### src/design/dual_dac_regs.vh
`ifndef DUAL_DAC_REGS_VH
`define DUAL_DAC_REGS_VH
`define ADDR_CHAN0_DATA_LOW 8'hF9
`define ADDR_CHAN0_DATA_HIGH 8'hFA
`define ADDR_CHAN1_DATA_LOW 8'hFB
`define ADDR_CHAN1_DATA_HIGH 8'hFC
`define ADDR_CONVERTER_CONTROL 8'hFD
`define CTRL_RESET 8'h04
`define DATA_RESET 8'h00
`define BIT_WIDTH_SELECT 7
`define BIT_CHAN1_SPAN_SELECT 6
`define BIT_CHAN0_SPAN_SELECT 5
`define BIT_CHAN1_FORCE_ZERO_N 4
`define BIT_CHAN0_FORCE_ZERO_N 3
`define BIT_UPDATE_SYNC 2
`define BIT_CHAN1_POWER_ON 1
`define BIT_CHAN0_POWER_ON 0
`endif

### src/design/dual_dac_register_control.v
// Operation
// RQ1: Control bit 7 set selects 8-bit codes from low bytes; clear selects 12-bit.
// RQ2: Control bit 6 picks channel 1 span: 1 full supply, 0 reference.
// RQ3: Control bit 5 picks channel 0 span: 1 full supply, 0 reference.
// RQ4: Bits 4 and 3 low force channel 1 or 0 output to zero.
// RQ5: With bit 2 set, writing a low byte loads that channel's output.
// RQ6: With bit 2 clear writes are held; setting it loads both channels together.
// RQ7: Bits 1 and 0 power channels on; clear means off and high impedance.
// RQ8: Control register resets to 04H, so both channels start powered off.
// RQ9: A 12-bit code is low byte plus low nibble of high byte.
// RQ10: Software writes high byte before low byte in immediate 12-bit updates.
// RQ11: High byte upper nibble is ignored; high bytes unused in 8-bit mode.
`timescale 1ns/1ps
`include "dual_dac_regs.vh"
module dual_dac_register_control (
  input wire clk_sys_in,
  input wire arst_n_in,
  input wire [7:0] sfr_addr_in,
  input wire [7:0] sfr_wdata_in,
  input wire sfr_write_in,
  input wire sfr_read_in,
  output reg [7:0] sfr_rdata_out,
  output reg sfr_hit_out,
  output wire [11:0] chan0_code_out,
  output wire [11:0] chan1_code_out,
  output wire chan0_span_select_out,
  output wire chan1_span_select_out,
  output wire chan0_force_zero_n_out,
  output wire chan1_force_zero_n_out,
  output wire chan0_power_on_out,
  output wire chan1_power_on_out
);
  reg rst_sync1_q;
  reg rst_sync2_q;
  reg [7:0] converter_control_q;
  reg [7:0] chan0_data_low_q;
  reg [7:0] chan0_data_high_q;
  reg [7:0] chan1_data_low_q;
  reg [7:0] chan1_data_high_q;
  reg load0_d;
  reg load1_d;
  reg [7:0] rdata_d;
  reg hit_d;
  wire [2:0] bus_index;
  wire wr_ctrl;
  wire wr_low0;
  wire wr_high0;
  wire wr_low1;
  wire wr_high1;
  wire sync_rise;
  wire [11:0] code0_d;
  wire [11:0] code1_d;

  localparam [2:0] IDX_CHAN0_LOW = 3'h0;
  localparam [2:0] IDX_CHAN0_HIGH = 3'h1;
  localparam [2:0] IDX_CHAN1_LOW = 3'h2;
  localparam [2:0] IDX_CHAN1_HIGH = 3'h3;
  localparam [2:0] IDX_CONTROL = 3'h4;
  localparam [2:0] IDX_NONE = 3'h7;

  // Maps a bus address onto the register it selects, shared by the write and read paths.
  function [2:0] reg_index;
    input [7:0] addr;
    begin
      case (addr)
        `ADDR_CHAN0_DATA_LOW: reg_index = IDX_CHAN0_LOW;
        `ADDR_CHAN0_DATA_HIGH: reg_index = IDX_CHAN0_HIGH;
        `ADDR_CHAN1_DATA_LOW: reg_index = IDX_CHAN1_LOW;
        `ADDR_CHAN1_DATA_HIGH: reg_index = IDX_CHAN1_HIGH;
        `ADDR_CONVERTER_CONTROL: reg_index = IDX_CONTROL;
        default: reg_index = IDX_NONE;
      endcase
    end
  endfunction

  function [11:0] form_code;
    input eight_bit;
    input [7:0] low_byte;
    input [7:0] high_byte;
    begin
      if (eight_bit) begin
        form_code = {low_byte, 4'h0}; // RQ1 RQ11
      end else begin
        form_code = {high_byte[3:0], low_byte}; // RQ9 RQ11
      end
    end
  endfunction

  always @(posedge clk_sys_in or negedge arst_n_in) begin
    if (!arst_n_in) begin
      rst_sync1_q <= 1'b0;
      rst_sync2_q <= 1'b0;
    end else begin
      rst_sync1_q <= 1'b1;
      rst_sync2_q <= rst_sync1_q;
    end
  end

  assign bus_index = reg_index(sfr_addr_in);
  assign wr_ctrl = sfr_write_in && (bus_index == IDX_CONTROL);
  assign wr_low0 = sfr_write_in && (bus_index == IDX_CHAN0_LOW);
  assign wr_high0 = sfr_write_in && (bus_index == IDX_CHAN0_HIGH);
  assign wr_low1 = sfr_write_in && (bus_index == IDX_CHAN1_LOW);
  assign wr_high1 = sfr_write_in && (bus_index == IDX_CHAN1_HIGH);
  assign sync_rise = wr_ctrl && sfr_wdata_in[`BIT_UPDATE_SYNC] && !converter_control_q[`BIT_UPDATE_SYNC];

  always @(posedge clk_sys_in or negedge rst_sync2_q) begin
    if (!rst_sync2_q) begin
      converter_control_q <= `CTRL_RESET; // RQ8
    end else if (wr_ctrl) begin
      converter_control_q <= sfr_wdata_in;
    end
  end

  always @(posedge clk_sys_in or negedge rst_sync2_q) begin
    if (!rst_sync2_q) begin
      chan0_data_low_q <= `DATA_RESET;
    end else if (wr_low0) begin
      chan0_data_low_q <= sfr_wdata_in;
    end
  end

  always @(posedge clk_sys_in or negedge rst_sync2_q) begin
    if (!rst_sync2_q) begin
      chan0_data_high_q <= `DATA_RESET;
    end else if (wr_high0) begin
      chan0_data_high_q <= sfr_wdata_in;
    end
  end

  always @(posedge clk_sys_in or negedge rst_sync2_q) begin
    if (!rst_sync2_q) begin
      chan1_data_low_q <= `DATA_RESET;
    end else if (wr_low1) begin
      chan1_data_low_q <= sfr_wdata_in;
    end
  end

  always @(posedge clk_sys_in or negedge rst_sync2_q) begin
    if (!rst_sync2_q) begin
      chan1_data_high_q <= `DATA_RESET;
    end else if (wr_high1) begin
      chan1_data_high_q <= sfr_wdata_in;
    end
  end

  always @(posedge clk_sys_in or negedge rst_sync2_q) begin
    if (!rst_sync2_q) begin
      sfr_rdata_out <= 8'h00;
      sfr_hit_out <= 1'b0;
    end else begin
      sfr_rdata_out <= rdata_d;
      sfr_hit_out <= hit_d;
    end
  end

  always @* begin
    hit_d = 1'b1;
    case (bus_index)
      IDX_CHAN0_LOW: rdata_d = chan0_data_low_q;
      IDX_CHAN0_HIGH: rdata_d = chan0_data_high_q;
      IDX_CHAN1_LOW: rdata_d = chan1_data_low_q;
      IDX_CHAN1_HIGH: rdata_d = chan1_data_high_q;
      IDX_CONTROL: rdata_d = converter_control_q;
      default: begin
        rdata_d = 8'h00;
        hit_d = 1'b0;
      end
    endcase
    if (!sfr_read_in) begin
      rdata_d = 8'h00;
      hit_d = 1'b0;
    end
  end

  // Load strobes are registered so the code uses bytes already stored.
  always @* begin
    load0_d = (wr_low0 && converter_control_q[`BIT_UPDATE_SYNC]) || sync_rise; // RQ5 RQ6
    load1_d = (wr_low1 && converter_control_q[`BIT_UPDATE_SYNC]) || sync_rise; // RQ5 RQ6
  end

  reg load0_q;
  reg load1_q;
  always @(posedge clk_sys_in or negedge rst_sync2_q) begin
    if (!rst_sync2_q) begin
      load0_q <= 1'b0;
      load1_q <= 1'b0;
    end else begin
      load0_q <= load0_d;
      load1_q <= load1_d;
    end
  end

  assign code0_d = form_code(converter_control_q[`BIT_WIDTH_SELECT], chan0_data_low_q, chan0_data_high_q);
  assign code1_d = form_code(converter_control_q[`BIT_WIDTH_SELECT], chan1_data_low_q, chan1_data_high_q);

  dac_channel_out u_chan0 (
    .clk_in(clk_sys_in),
    .rst_n_in(rst_sync2_q),
    .load_in(load0_q),
    .code_in(code0_d),
    .span_in(converter_control_q[`BIT_CHAN0_SPAN_SELECT]), // RQ3
    .force_zero_n_in(converter_control_q[`BIT_CHAN0_FORCE_ZERO_N]), // RQ4
    .power_on_in(converter_control_q[`BIT_CHAN0_POWER_ON]), // RQ7
    .code_out(chan0_code_out),
    .span_out(chan0_span_select_out),
    .force_zero_n_out(chan0_force_zero_n_out),
    .power_on_out(chan0_power_on_out)
  );

  dac_channel_out u_chan1 (
    .clk_in(clk_sys_in),
    .rst_n_in(rst_sync2_q),
    .load_in(load1_q),
    .code_in(code1_d),
    .span_in(converter_control_q[`BIT_CHAN1_SPAN_SELECT]), // RQ2
    .force_zero_n_in(converter_control_q[`BIT_CHAN1_FORCE_ZERO_N]), // RQ4
    .power_on_in(converter_control_q[`BIT_CHAN1_POWER_ON]), // RQ7
    .code_out(chan1_code_out),
    .span_out(chan1_span_select_out),
    .force_zero_n_out(chan1_force_zero_n_out),
    .power_on_out(chan1_power_on_out)
  );
endmodule

### src/design/dac_channel_out.v
`timescale 1ns/1ps
// Holds the code presented to one converter and its analog control levels.
module dac_channel_out (
  input wire clk_in,
  input wire rst_n_in,
  input wire load_in,
  input wire [11:0] code_in,
  input wire span_in,
  input wire force_zero_n_in,
  input wire power_on_in,
  output reg [11:0] code_out,
  output reg span_out,
  output reg force_zero_n_out,
  output reg power_on_out
);
  always @(posedge clk_in or negedge rst_n_in) begin
    if (!rst_n_in) begin
      code_out <= 12'h000;
      span_out <= 1'b0;
      force_zero_n_out <= 1'b0;
      power_on_out <= 1'b0;
    end else begin
      if (load_in) begin
        code_out <= code_in;
      end
      span_out <= span_in;
      force_zero_n_out <= force_zero_n_in;
      power_on_out <= power_on_in;
    end
  end
endmodule

### config.mk
export PLATFORM = sky130hd
export DESIGN_NAME = dual_dac_register_control
export DESIGN_NICKNAME = d
export VERILOG_FILES = /design/src/design/dual_dac_register_control.v /design/src/design/dac_channel_out.v
export VERILOG_INCLUDE_DIRS = /design/src /design/src/design
export SDC_FILE = /design/constraint.sdc
export NUM_CORES = 1
export LEC_CHECK = 0
export BUFFER_PORTS_ARGS = -buffer_cell sky130_fd_sc_hd__clkbuf_2
export CAP_MARGIN = 25
export CORE_UTILIZATION = 36
export DETAILED_ROUTE_END_ITERATION = 7
export SYNTH_ARGS = -nofsm -noshare
export SYNTH_HDL_FRONTEND = slang
export SYNTH_HIERARCHICAL = 1
export SYNTH_SLANG_ARGS = --single-unit
### constraint.sdc
create_clock -name clk_sys_in -period 3.4 [get_ports clk_sys_in]
set_clock_uncertainty 0.05 [all_clocks]
set_input_delay 0.17 -clock clk_sys_in [delete_from_list [all_inputs] [get_ports clk_sys_in]]
set_output_delay 0.17 -clock clk_sys_in [all_outputs]
set_load 0.005 [all_outputs]
Yosys cells after proc, flatten, opt, wreduce, memory -nomap -nowiden
Cells that the tools add are included.
{ "op_classes": {"eq_ne": 9, "n_mux": 7, "n_reduce_logical": 14} }
{ "op_table": {"columns": ["operator", "n"], "rows": [
  ["8-bit == test (second input constant)", 5],
  ["8-bit case mux with 5 select lines", 1],
  ["12-bit 2-to-1 mux", 2],
  ["3-bit case mux with 5 select lines", 1],
  ["1-bit logical AND", 9],
  ["8-bit 2-to-1 mux", 1],
  ["3-bit by 2-bit == test with 1-bit output (second input constant)", 2],
  ["5-bit OR reduction", 1],
  ["3-bit by 1-bit == test with 1-bit output (second input constant)", 1],
  ["3-bit == test (second input constant)", 1],
  ["3-bit logical NOT", 1],
  ["1-bit logical OR", 2],
  ["1-bit 2-to-1 mux", 2],
  ["1-bit logical NOT", 1]
]} }
{ "totals": {"register_bits": 83, "out_inout_bits": 39} }

Logic depth before layout (Yosys ltp)
Gate-level depths: netlist (run 1).
{ "logic_depth": {"word_depth": 7, "depth_mapped": 5, "mapped_depth_nobuf": 3} }

Cells and area by module
The synthesis (run 1) kept the hierarchy.
{ "by_module_without_submodules": {"columns": ["mod", "instances", "cells_per_inst", "area_each_um2"], "rows": [
  ["dual_dac_register_control", 1, 192, 2667.6],
  ["dac_channel_out", 2, 28, 559.3]
]} }

Worst setup path before layout (run 1)
Ideal clock, no wire load.
{ "synth_timing": {"path_kind": "register to register", "startpoint": "register converter_control_q[7]", "endpoint": "register u_chan0.code_out[9]", "setup_ns": 0.125, "arrival_ns": 1.404, "required_ns": 3.225, "setup_slack_ns": 1.821, "stages_incl_launch_ff": 5, "n_path_buf": 2, "period_less_slack_ns": 1.579, "cell_sequence": "dfrtp_1 -> clkbuf_1 -> buf_2 -> mux2_2 -> mux2_2"} }
{ "synth_between": {"elab_chain_cells": 1} }
{ "synth_rtl": {"columns": ["item", "line_no", "rtl"], "rows": [
  ["from (decl)", "dual_dac_register_control.v:35", "reg [7:0] converter_control_q;"],
  ["from (signal assigned)", "dual_dac_register_control.v:109", "converter_control_q <= `CTRL_RESET;"],
  ["from (signal assigned)", "dual_dac_register_control.v:111", "converter_control_q <= sfr_wdata_in;"],
  ["12-bit 2-to-1 mux", "dual_dac_register_control.v:81", "if (eight_bit) begin"],
  ["named net code0_d[9]", "dual_dac_register_control.v:51", "wire [11:0] code0_d;"],
  ["to (signal assigned)", "dac_channel_out.v:24", "code_out <= code_in;"],
  ["to (decl)", "dac_channel_out.v:11", "output reg [11:0] code_out,"]
]} }
The timed path passes the listed nets, and every way through them passes these cells.
A chain may end at the register's enable or synchronous reset.

Final worst setup path (run 1)
{ "layout_timing": {"startpoint": "input sfr_addr_in[1]", "endpoint": "register chan0_data_high_q[2]"} }
{ "layout_between": {"elab_chain_cells": 4} }
{ "layout_rtl": {"columns": ["item", "line_no", "rtl"], "rows": [
  ["from (decl)", "dual_dac_register_control.v:18", "input wire [7:0] sfr_addr_in,"],
  ["8-bit == test", "dual_dac_register_control.v:65", "case (addr)"],
  ["3-bit case mux with 5 select lines *", "dual_dac_register_control.v:65", null],
  ["3-bit by 1-bit == test with 1-bit output *", "dual_dac_register_control.v:102", "assign wr_high0 = sfr_write_in && (bus_index == IDX_CHAN0_HIGH);"],
  ["1-bit logical AND *", "dual_dac_register_control.v:102", null],
  ["to (signal assigned)", "dual_dac_register_control.v:125", "chan0_data_high_q <= `DATA_RESET;"],
  ["to (signal assigned)", "dual_dac_register_control.v:127", "chan0_data_high_q <= sfr_wdata_in;"],
  ["to (decl)", "dual_dac_register_control.v:37", "reg [7:0] chan0_data_high_q;"]
]} }
Mark *: on every way between the ends. The rest lies on a longest branch, timed or not.

==> results of run 1 <==
[final cells by class]
type,instances,area (um^2)
clock inverter,3,40.0
inverter,2,7.51
tap,136,170
sequential,83,2080
timing repair buffer,61,348
clock buffer,11,141
multi-input combinational,150,1620
fill,950,5870
[metrics by stage]
stage | power, mW | instances
2_1_floorplan | 1.14 | 248
3_3_place_gp | 1.19 | 429
3_5_place_dp | 1.19 | 429
4_1_cts | 1.88 | 444
5_1_grt | 1.94 | 446
6_report | 1.86 | 446
[timing repair]
action,CTS,global route
setup buffers,0,0
endpoints found under the hold margin,2,0
hold buffers,1,0
setup endpoints to repair,0,0
[worst max-delay path by stage]
| stage | startpoint | endpoint | slack, ps | cells past startpoint |
|---|---|---|---|---|
| after floorplan | rst_sync2_q | chan0_data_high_q[0] | 870 | 0 |
| after global placement | sfr_addr_in[1] | chan0_data_high_q[7] | 1460 | 4 |
| after detailed placement | sfr_addr_in[1] | chan0_data_high_q[2] | 1410 | 4 |
| after CTS | converter_control_q[7] | u_chan0/code_out[9] | 1530 | 2 |
| after global routing | sfr_addr_in[1] | chan0_data_high_q[2] | 1690 | 4 |
| final | sfr_addr_in[1] | chan0_data_high_q[2] | 1730 | 4 |
[Yosys cell counts]
cell	n	area, um^2
nand4_4	2	42.5
a21oi_1	10	50.1
a211oi_1	1	7.51
a22oi_1	8	60.1
and4_1	1	8.76
inv_1	1	3.75
clkbuf_1	2	7.51
dfrtp_1	82	2050
nor4_4	1	21.3
mux2_1	2	22.5
inv_2	1	3.75
nor3_1	1	5.00
nand3b_4	1	20.0
buf_2	4	20.0
nor4b_4	1	23.8
nand4_2	1	12.5
nand3_1	3	15.0
and3b_4	1	12.5
buf_6	2	22.5
dfstp_2	1	26.3
nor3b_2	1	12.5
conb_1	1	3.75
buf_4	4	30.0
a32oi_1	8	70.1
mux2_4	20	300
nand2_1	1	3.75
nor2b_1	9	56.3
nand3b_1	1	7.51
mux2_2	74	833
buf_1	1	3.75
nand3_4	1	17.5
and4b_1	1	10.0
[cell families (layout without fill, tap and decap cells)]
kind of cell           Yosys count  in the layout  share of synthesized area [%]
multiplexers                    96             96                           30.5
flip-flops                      83             83                           54.9
AO/OA/AOI/OAI                   27             27                           4.96
AND/OR/NAND/NOR                 26             26                           7.10
buffers and inverters           15             77                           2.41
other                            1              1                         0.0990
[flip-flops by register name (all words and copies together), names as in the netlist, 8 cells and up]
register,cells
u_chan0/code_out,12
sfr_rdata_out,8
chan0_data_high_q,8
chan1_data_low_q,8
chan1_data_high_q,8
converter_control_q,8
u_chan1/code_out,12
chan0_data_low_q,8
[routing by layer]
metal	global-route usage, %	vias up	routed length [um]
met4	5.92	0	126
met3	3.99	12	250
li1	-	1033	-
met2	23.2	46	3600
met5	0	-	0
met1	23.1	1117	4110
[where the power goes]
group | switching (mW) | internal, mW
Clock | 0.335 | 0.350
Combinational | 0.0652 | 0.0624
Sequential | 0.0333 | 1.02
[cell usage in the layout, fill, tap and decap left out, types with 2 or more instances in the layout]
cell type and n:
clkbuf_2 58, nand4_4 2, clkinv_2 2, a32oi_1 8, a22oi_1 8, mux2_1 2, clkbuf_8 10, nor2b_1 9
mux2_4 20, dfrtp_1 81, nand3_1 3, mux2_2 74, a21oi_1 10
==> flow_summary.json, run 1 <==
{
  "status": "complete, but fails checks",
  "violations": "DRC",
  "syn_avg_cell_area_um2": 15.3,
  "yosysSeqAreaShare_pct": 54.9,
  "r2r_start": "converter_control_q[7]",
  "grt_pass1_wl_mm": 13.2,
  "leakage_nw": 2.18,
  "die_x_um": 105,
  "cp_max_fo": 17,
  "cts.sinks": 83,
  "r2r-end": "u_chan1/code_out[9]",
  "routedWlPerCell_um": 18.1,
  "cts_tree": "yes",
  "pin_count": 59,
  "htree_levels": 3,
  "clk-insertion-delay-late_ps": 340,
  "grt_max_degree": 82,
  "initial_core_util_pct": 36.8,
  "synth_seq_cells": 83,
  "rrSetupSlack_ps": 1960,
  "p_per_area_nw_per_um2": 422,
  "synthCells": 248,
  "slew_viol_final": 0,
  "rr_worst_depth": 3,
  "via_count": 2208,
  "path_clk_slew_ps": 80,
  "overflow": 0,
  "post_dp_cell_area_um2": 4170,
  "cts_resized": 0,
  "period_needed_ps": 1670,
  "dp_worst_setup_slack_ps": 1410,
  "wl_mm": 8.09,
  "worstSetupEndpointType": "flop",
  "cts_buffers": 9,
  "viasPerCell": 4.95,
  "synth_nets": 268,
  "drc_errors": 2,
  "place.gp.congestion": 0.769,
  "period_share_pct": 49.0,
  "path_class": "input port to flop",
  "dieArea_um2": 10900,
  "grt_pass1_vias": 2314,
  "slowest_delay_ps": 710,
  "dp_hpwl_mm": 5.42,
  "drv_cap": 0,
  "cts_buffer_depth": 2,
  "critPathLaunchType": "input port",
  "worstHoldPathCells": 2,
  "relSlewSlack_pct": 49.4,
  "yosys_warnings": 6,
  "core_um2": 10300,
  "clock-root-buffer": "clkbuf_8",
  "final_layout_size_suffix_gt1_share_pct": 57.7,
  "antenna_found_initial": 0,
  "hold_path_end": "converter_control_q[4]",
  "whs_ps": 67.5,
  "slowest_stage": "nor4_4",
  "row_count": 37,
  "required_ps": 3580,
  "timing.final.hold_violations": 0,
  "crit_family": "simple AND/OR/NAND/NOR gates",
  "nets": 327,
  "hp-class": "input port to flop",
  "crit_buf_inv": 2,
  "ys_types": 32,
  "setup_violations": 0,
  "path_cells": "clkbuf_2 -> inv_2 -> nor4_4 -> mux2_2",
  "grt_usage_pct": 16.0,
  "hp-start": "sfr_wdata_in[4]",
  "diodes": 0,
  "finalSetupTns_ps": 0,
  "final_area_um2": 4410,
  "final_util_pct": 42.9,
  "die-height_um": 105,
  "maxClockFrequency_ghz": 0.600,
  "vdd_ir_drop_max_v": 0.000151,
  "postRouteAntennaNets": 0,
  "cp_data_arrival_time_ps": 1840,
  "fin_ws_ps": 1730,
  "dr.pass1.iters": 6,
  "worst_pin_slew_ps": 754,
  "drt_iter0_markers": 81,
  "syn_area_um2": 3790,
  "io_buffers": 58,
  "rsz0062_at_grt": "false",
  "areaGrowthSynthToFinish_pct": 16.4
}
Power figures use the tool's default switching activity.
==> run 2, diff against run 1 <==
==> constraint.sdc (replaced) <==
create_clock -name clk_sys_in -period 1.7 [get_ports clk_sys_in]
set_clock_uncertainty 0.05 [all_clocks]
set_input_delay 0.085 -clock clk_sys_in [delete_from_list [all_inputs] [get_ports clk_sys_in]]
set_output_delay 0.085 -clock clk_sys_in [all_outputs]
set_load 0.005 [all_outputs]
==> run 2 against run 1 <==
The flow now finishes without violations. Global-route usage up 0.79 points. Cell area up 4.4%. Count of clock-buffer cells in the layout unchanged. Worst hold slack worse by 45 ps. Largest cell class unchanged. Wire length up 5.8%. Register-to-register slack worse by 1700 ps.
==> flow_summary.json, run 2 (synthesis results as in run 1) <==
{
  "cp_max_fo": 23,
  "grt_max_degree": 36,
  "hold_buffers": 10,
  "slowest_delay_ps": 440,
  "status": "completed",
  "hp-start": "sfr_wdata_in[7]",
  "drv_cap": 0,
  "dieArea_um2": 10900,
  "path_class": "flop to flop",
  "postRouteAntennaNets": 0,
  "timing.final.hold_violations": 0,
  "io_buffers": 58,
  "p_per_area_nw_per_um2": 814,
  "pin_count": 59,
  "dr.pass1.iters": 4,
  "worstHoldPathCells": 2,
  "leakage_nw": 2.29,
  "clock-root-buffer": "clkbuf_8",
  "dp_worst_setup_slack_ps": 123,
  "required_ps": 1890,
  "grt_pass1_wl_mm": 13.8,
  "fin_ws_ps": 286,
  "finalSetupTns_ps": 0,
  "worst-path-stages": 3,
  "post_dp_cell_area_um2": 4320,
  "r2r-end": "u_chan1/code_out[8]",
  "dp_hpwl_mm": 5.90,
  "worst_pin_slew_ps": 505,
  "crit_buf_inv": 1,
  "overflow": 0,
  "cts_buffers": 9,
  "cp_data_arrival_time_ps": 1600,
  "cts_resized": 0,
  "path_clk_slew_ps": 80,
  "p_comb_share_pct": 7.7,
  "internal_power_mw": 2.88,
  "initial_core_util_pct": 36.8,
  "slowest_stage": "dfrtp_1",
  "pwr-share-seq_pct": 55.9,
  "final_area_um2": 4600,
  "relSlewSlack_pct": 66.3,
  "nets": 351,
  "grt_pass1_vias": 2404,
  "power_frac_clock_pct": 36.4,
  "wl_mm": 8.55,
  "rrSetupSlack_ps": 290,
  "vdd_ir_drop_max_v": 0.000328,
  "die-height_um": 105,
  "viasPerCell": 4.98,
  "via_count": 2342,
  "place.gp.congestion": 0.749,
  "final_common_cell": "dfrtp_1",
  "diodes": 0,
  "final_layout_size_suffix_gt1_share_pct": 58.1,
  "layout_common_cells": "dfrtp_1, mux2_2, clkbuf_2",
  "critPathLaunchType": "flop",
  "period_needed_ps": 1410,
  "htree_levels": 3,
  "p_sw_share_pct": 23.2,
  "r2r_start": "converter_control_q[7]",
  "hp-class": "input port to flop",
  "path_cells": "buf_12 -> mux2_2 -> mux2_4",
  "switchingPower_uw": 868,
  "drc_errors": 0,
  "die_x_um": 105,
  "grt_usage_pct": 16.8,
  "hold_path_end": "chan1_data_high_q[7]",
  "core_um2": 10300,
  "cts.sinks": 83,
  "worstSetupEndpointType": "flop",
  "areaGrowthSynthToFinish_pct": 21.5,
  "routedWlPerCell_um": 18.2,
  "row_count": 37,
  "drt_iter0_markers": 68,
  "reg_top3": "u_chan0/code_out x12, u_chan1/code_out x12",
  "antenna_found_initial": 0,
  "clk-insertion-delay-late_ps": 350,
  "crit_family": "multiplexers",
  "rr_worst_depth": 3,
  "postCtsSetupBuffers": 0,
  "slew_viol_final": 0,
  "cp-startpoint": "converter_control_q[7]",
  "maxClockFrequency_ghz": 0.707,
  "cts_buffer_depth": 2,
  "rsz0062_at_grt": "false",
  "setup_violations": 0,
  "fillerInstances": 958,
  "period_share_pct": 83.2,
  "cts_tree": "yes"
}
==> run 2: cell count changes in the layout (fill, tap and decap cells not counted) <==
cell	delta
buf_16	-1
buf_4	+15
buf_12	+1
dlygate4sd3_1	+9
==> run 2: final cells by class <==
type | instances | area, um^2 | share of cell area, %
Tap cell | 136 | 170 | 3.70
Sequential cell | 83 | 2080 | 45.3
Clock buffer | 11 | 141 | 3.07
Multi-Input combinational cell | 150 | 1620 | 35.1
Inverter | 2 | 7.51 | 0.163
Clock inverter | 3 | 40.0 | 0.870
Timing Repair Buffer | 85 | 543 | 11.8
==> run 2: per-stage QoR <==
| step | cells | hold slack, ps | total power, mW | utilization (%) |
|---|---|---|---|---|
| 5_1_grt | 470 | 17.6 | 3.92 | 44.8 |
| 3_5_place_dp | 446 | -177 | 2.41 | 42.0 |
| 3_3_place_gp | 446 | -179 | 2.40 | 42.0 |
| 4_1_cts | 470 | 3.14 | 3.79 | 44.8 |
| 2_1_floorplan | 248 | -261 | 2.28 | - |
| 6_report | 470 | 22.4 | 3.74 | 44.8 |
==> run 2: how the worst max path moves through the flow <==
stage | endpoint | slack, ps
5_1_grt | u_chan1/code_out[9] | 240
6_report | u_chan1/code_out[8] | 290
3_3_place_gp | chan1_data_low_q[5] | 130
4_1_cts | u_chan0/code_out[11] | 290
3_5_place_dp | chan1_data_low_q[5] | 120
2_1_floorplan | u_chan0/code_out[9] | 120
==> run 2: power groups by stage <==
stage	clock network, mW	registers [mW]	logic (mW)
final	1.36	2.09	0.287
after global routing	1.50	2.10	0.313
after CTS	1.41	2.09	0.290
after detailed placement	0	2.13	0.273
after global placement	0	2.13	0.268
after floorplan	0	2.12	0.156
==> run 2: metal layers <==
metal  GRT usage, %  wire [um]  vias to the layer above
met5              0          0                        -
met1           23.4       4210                     1190
met4           6.63        125                        0
met3           3.49        282                       13
li1               -          -                     1087
met2           25.6       3940                       52
==> run 3, diff against run 2 <==
==> constraint.sdc (replaced) <==
create_clock -name clk_sys_in -period 1.3 [get_ports clk_sys_in]
set_clock_uncertainty 0.05 [all_clocks]
set_input_delay 0.065 -clock clk_sys_in [delete_from_list [all_inputs] [get_ports clk_sys_in]]
set_output_delay 0.065 -clock clk_sys_in [all_outputs]
set_load 0.005 [all_outputs]
==> run 3 against run 2 <==
The run now ends with setup timing left. Highest routed layer unchanged. Critical path depth did not move. Largest cell class unchanged. Sequential share of layout area shrank 1.9 points. Sequential power increased by 31%.
==> flow_summary.json, run 3 (synthesis results as in run 1) <==
{
  "grt_usage_pct": 16.1,
  "rsz0062_at_grt": "true",
  "dieArea_um2": 10900,
  "fillerInstances": 957,
  "period_share_pct": 101,
  "grt_max_degree": 38,
  "die_x_um": 105,
  "grt_pass1_wl_mm": 13.4,
  "hp-start": "sfr_wdata_in[2]",
  "cts_tree": "yes",
  "rrSetupSlack_ps": -20,
  "cp-startpoint": "converter_control_q[7]",
  "p_sw_share_pct": 23.8,
  "dp_worst_setup_slack_ps": -61.2,
  "required_ps": 1490,
  "dr.pass1.iters": 4,
  "timing.final.hold_violations": 0,
  "core_um2": 10300,
  "io_buffers": 58,
  "period_needed_ps": 1320,
  "via_count": 2382,
  "final_layout_size_suffix_gt1_share_pct": 59.2,
  "wl_mm": 8.29,
  "path_class": "flop to flop",
  "cts_buffer_depth": 2,
  "dp_cells": 453,
  "antenna_found_initial": 0,
  "overflow": 0,
  "clk-insertion-delay-late_ps": 350,
  "drc_errors": 0,
  "vdd_ir_drop_max_v": 0.000610,
  "worstHoldPathCells": 2,
  "reg_top3": "u_chan0/code_out x12, u_chan1/code_out x12",
  "power_frac_clock_pct": 36.3,
  "pwr-share-seq_pct": 54.9,
  "path_clk_slew_ps": 80,
  "whs_ps": 37.5,
  "dp_hpwl_mm": 5.76,
  "diodes": 0,
  "cts.sinks": 83,
  "pin_count": 59,
  "cts_buffers": 9,
  "die-height_um": 105,
  "leakage_nw": 2.36,
  "maxClockFrequency_ghz": 0.758,
  "postRouteAntennaNets": 0,
  "layout_common_cells": "dfrtp_1, mux2_2, clkbuf_2",
  "worstSetupEndpointType": "flop",
  "htree_levels": 3,
  "hold_path_end": "chan0_data_high_q[2]",
  "routedWlPerCell_um": 17.2,
  "r2r_start": "converter_control_q[7]",
  "nets": 361,
  "final_area_um2": 4800,
  "critPathLaunchType": "flop",
  "rr_worst_depth": 3,
  "slew_viol_final": 0,
  "fin_ws_ps": -19.2,
  "p_per_area_nw_per_um2": 1040,
  "cp_data_arrival_time_ps": 1510,
  "final_common_cell": "dfrtp_1",
  "cp_max_fo": 14,
  "place.gp.congestion": 0.720,
  "clock-root-buffer": "clkbuf_8",
  "setup_violations": 11,
  "hp-class": "input port to flop",
  "violations": "setup timing",
  "grt_pass1_vias": 2423,
  "areaGrowthSynthToFinish_pct": 26.8,
  "post_dp_cell_area_um2": 4420,
  "status": "complete, but fails checks",
  "viasPerCell": 4.94,
  "row_count": 37,
  "drv_cap": 0,
  "stdcell_count": 482,
  "drt_iter0_markers": 94,
  "initial_core_util_pct": 36.8,
  "r2r-end": "u_chan1/code_out[8]",
  "switchingPower_mw": 1.19,
  "p_comb_share_pct": 8.9,
  "internal_power_mw": 3.79
}
-- run 3: changes by cell type in the layout (fill, tap and decap cells not counted), sizes merged --
cell / delta
buf: +10
clkinvlp: +3
clkinv: -2
clkbuf: +1
-- run 3: final cells by class --
cell class                      count  area (um^2)  area share, %
Clock buffer                       12          135           2.81
Tap cell                          136          170           3.54
Inverter                            2         7.51          0.156
Timing Repair Buffer               95          676           14.1
Clock inverter                      4         52.6           1.09
Multi-Input combinational cell    150         1680           34.9
Sequential cell                    83         2080           43.4
-- run 3: per-stage QoR --
step                      utilization [%]  setup TNS (ps)  power [mW]
final                                46.7            -130        4.97
after global routing                 46.7            -245        5.19
after CTS                            46.4            -140        5.01
after detailed placement             43.0            -798        3.17
after global placement               43.0            -286        3.16
after floorplan                         -            -322        2.99
-- run 3: worst max-delay path by stage --
stage                      endpoint
4_1_cts        u_chan0/code_out[11]
2_1_floorplan   u_chan0/code_out[9]
3_3_place_gp   chan1_data_high_q[0]
6_report        u_chan1/code_out[8]
5_1_grt         u_chan0/code_out[6]
3_5_place_dp   chan1_data_high_q[4]
-- run 3: repair_timing --
action | in CTS | in global routing
endpoints found under the hold margin | 35 | 0
setup buffers | 2 | 1
endpoints found under the setup margin | 16 | 16
hold buffers | 10 | 0
cloned | 0 | 0
gates resized for setup | 11 | 8
-- run 3: power groups by stage --
stage	clock network (mW)	registers, mW	logic, mW
final	1.80	2.73	0.440
after global routing	1.97	2.74	0.477
after CTS	1.85	2.73	0.437
after detailed placement	0	2.78	0.394
after global placement	0	2.77	0.388
after floorplan	0	2.78	0.209
-- run 3: critical path, cell delays in order (launching register included) --
cell and delay [ps]:
dfrtp_2 440, buf_12 170, mux2_4 290, mux2_4 260
-- run 3: per-layer routing --
metal / GRT usage, % / share of wire (%) / routed length (um)
met1: 23.0 / 49 / 4050
met2: 24.3 / 47 / 3920
met3: 3.18 / 2.9 / 239
met4: 5.20 / 1.1 / 90
met5: 0 / 0 / 0
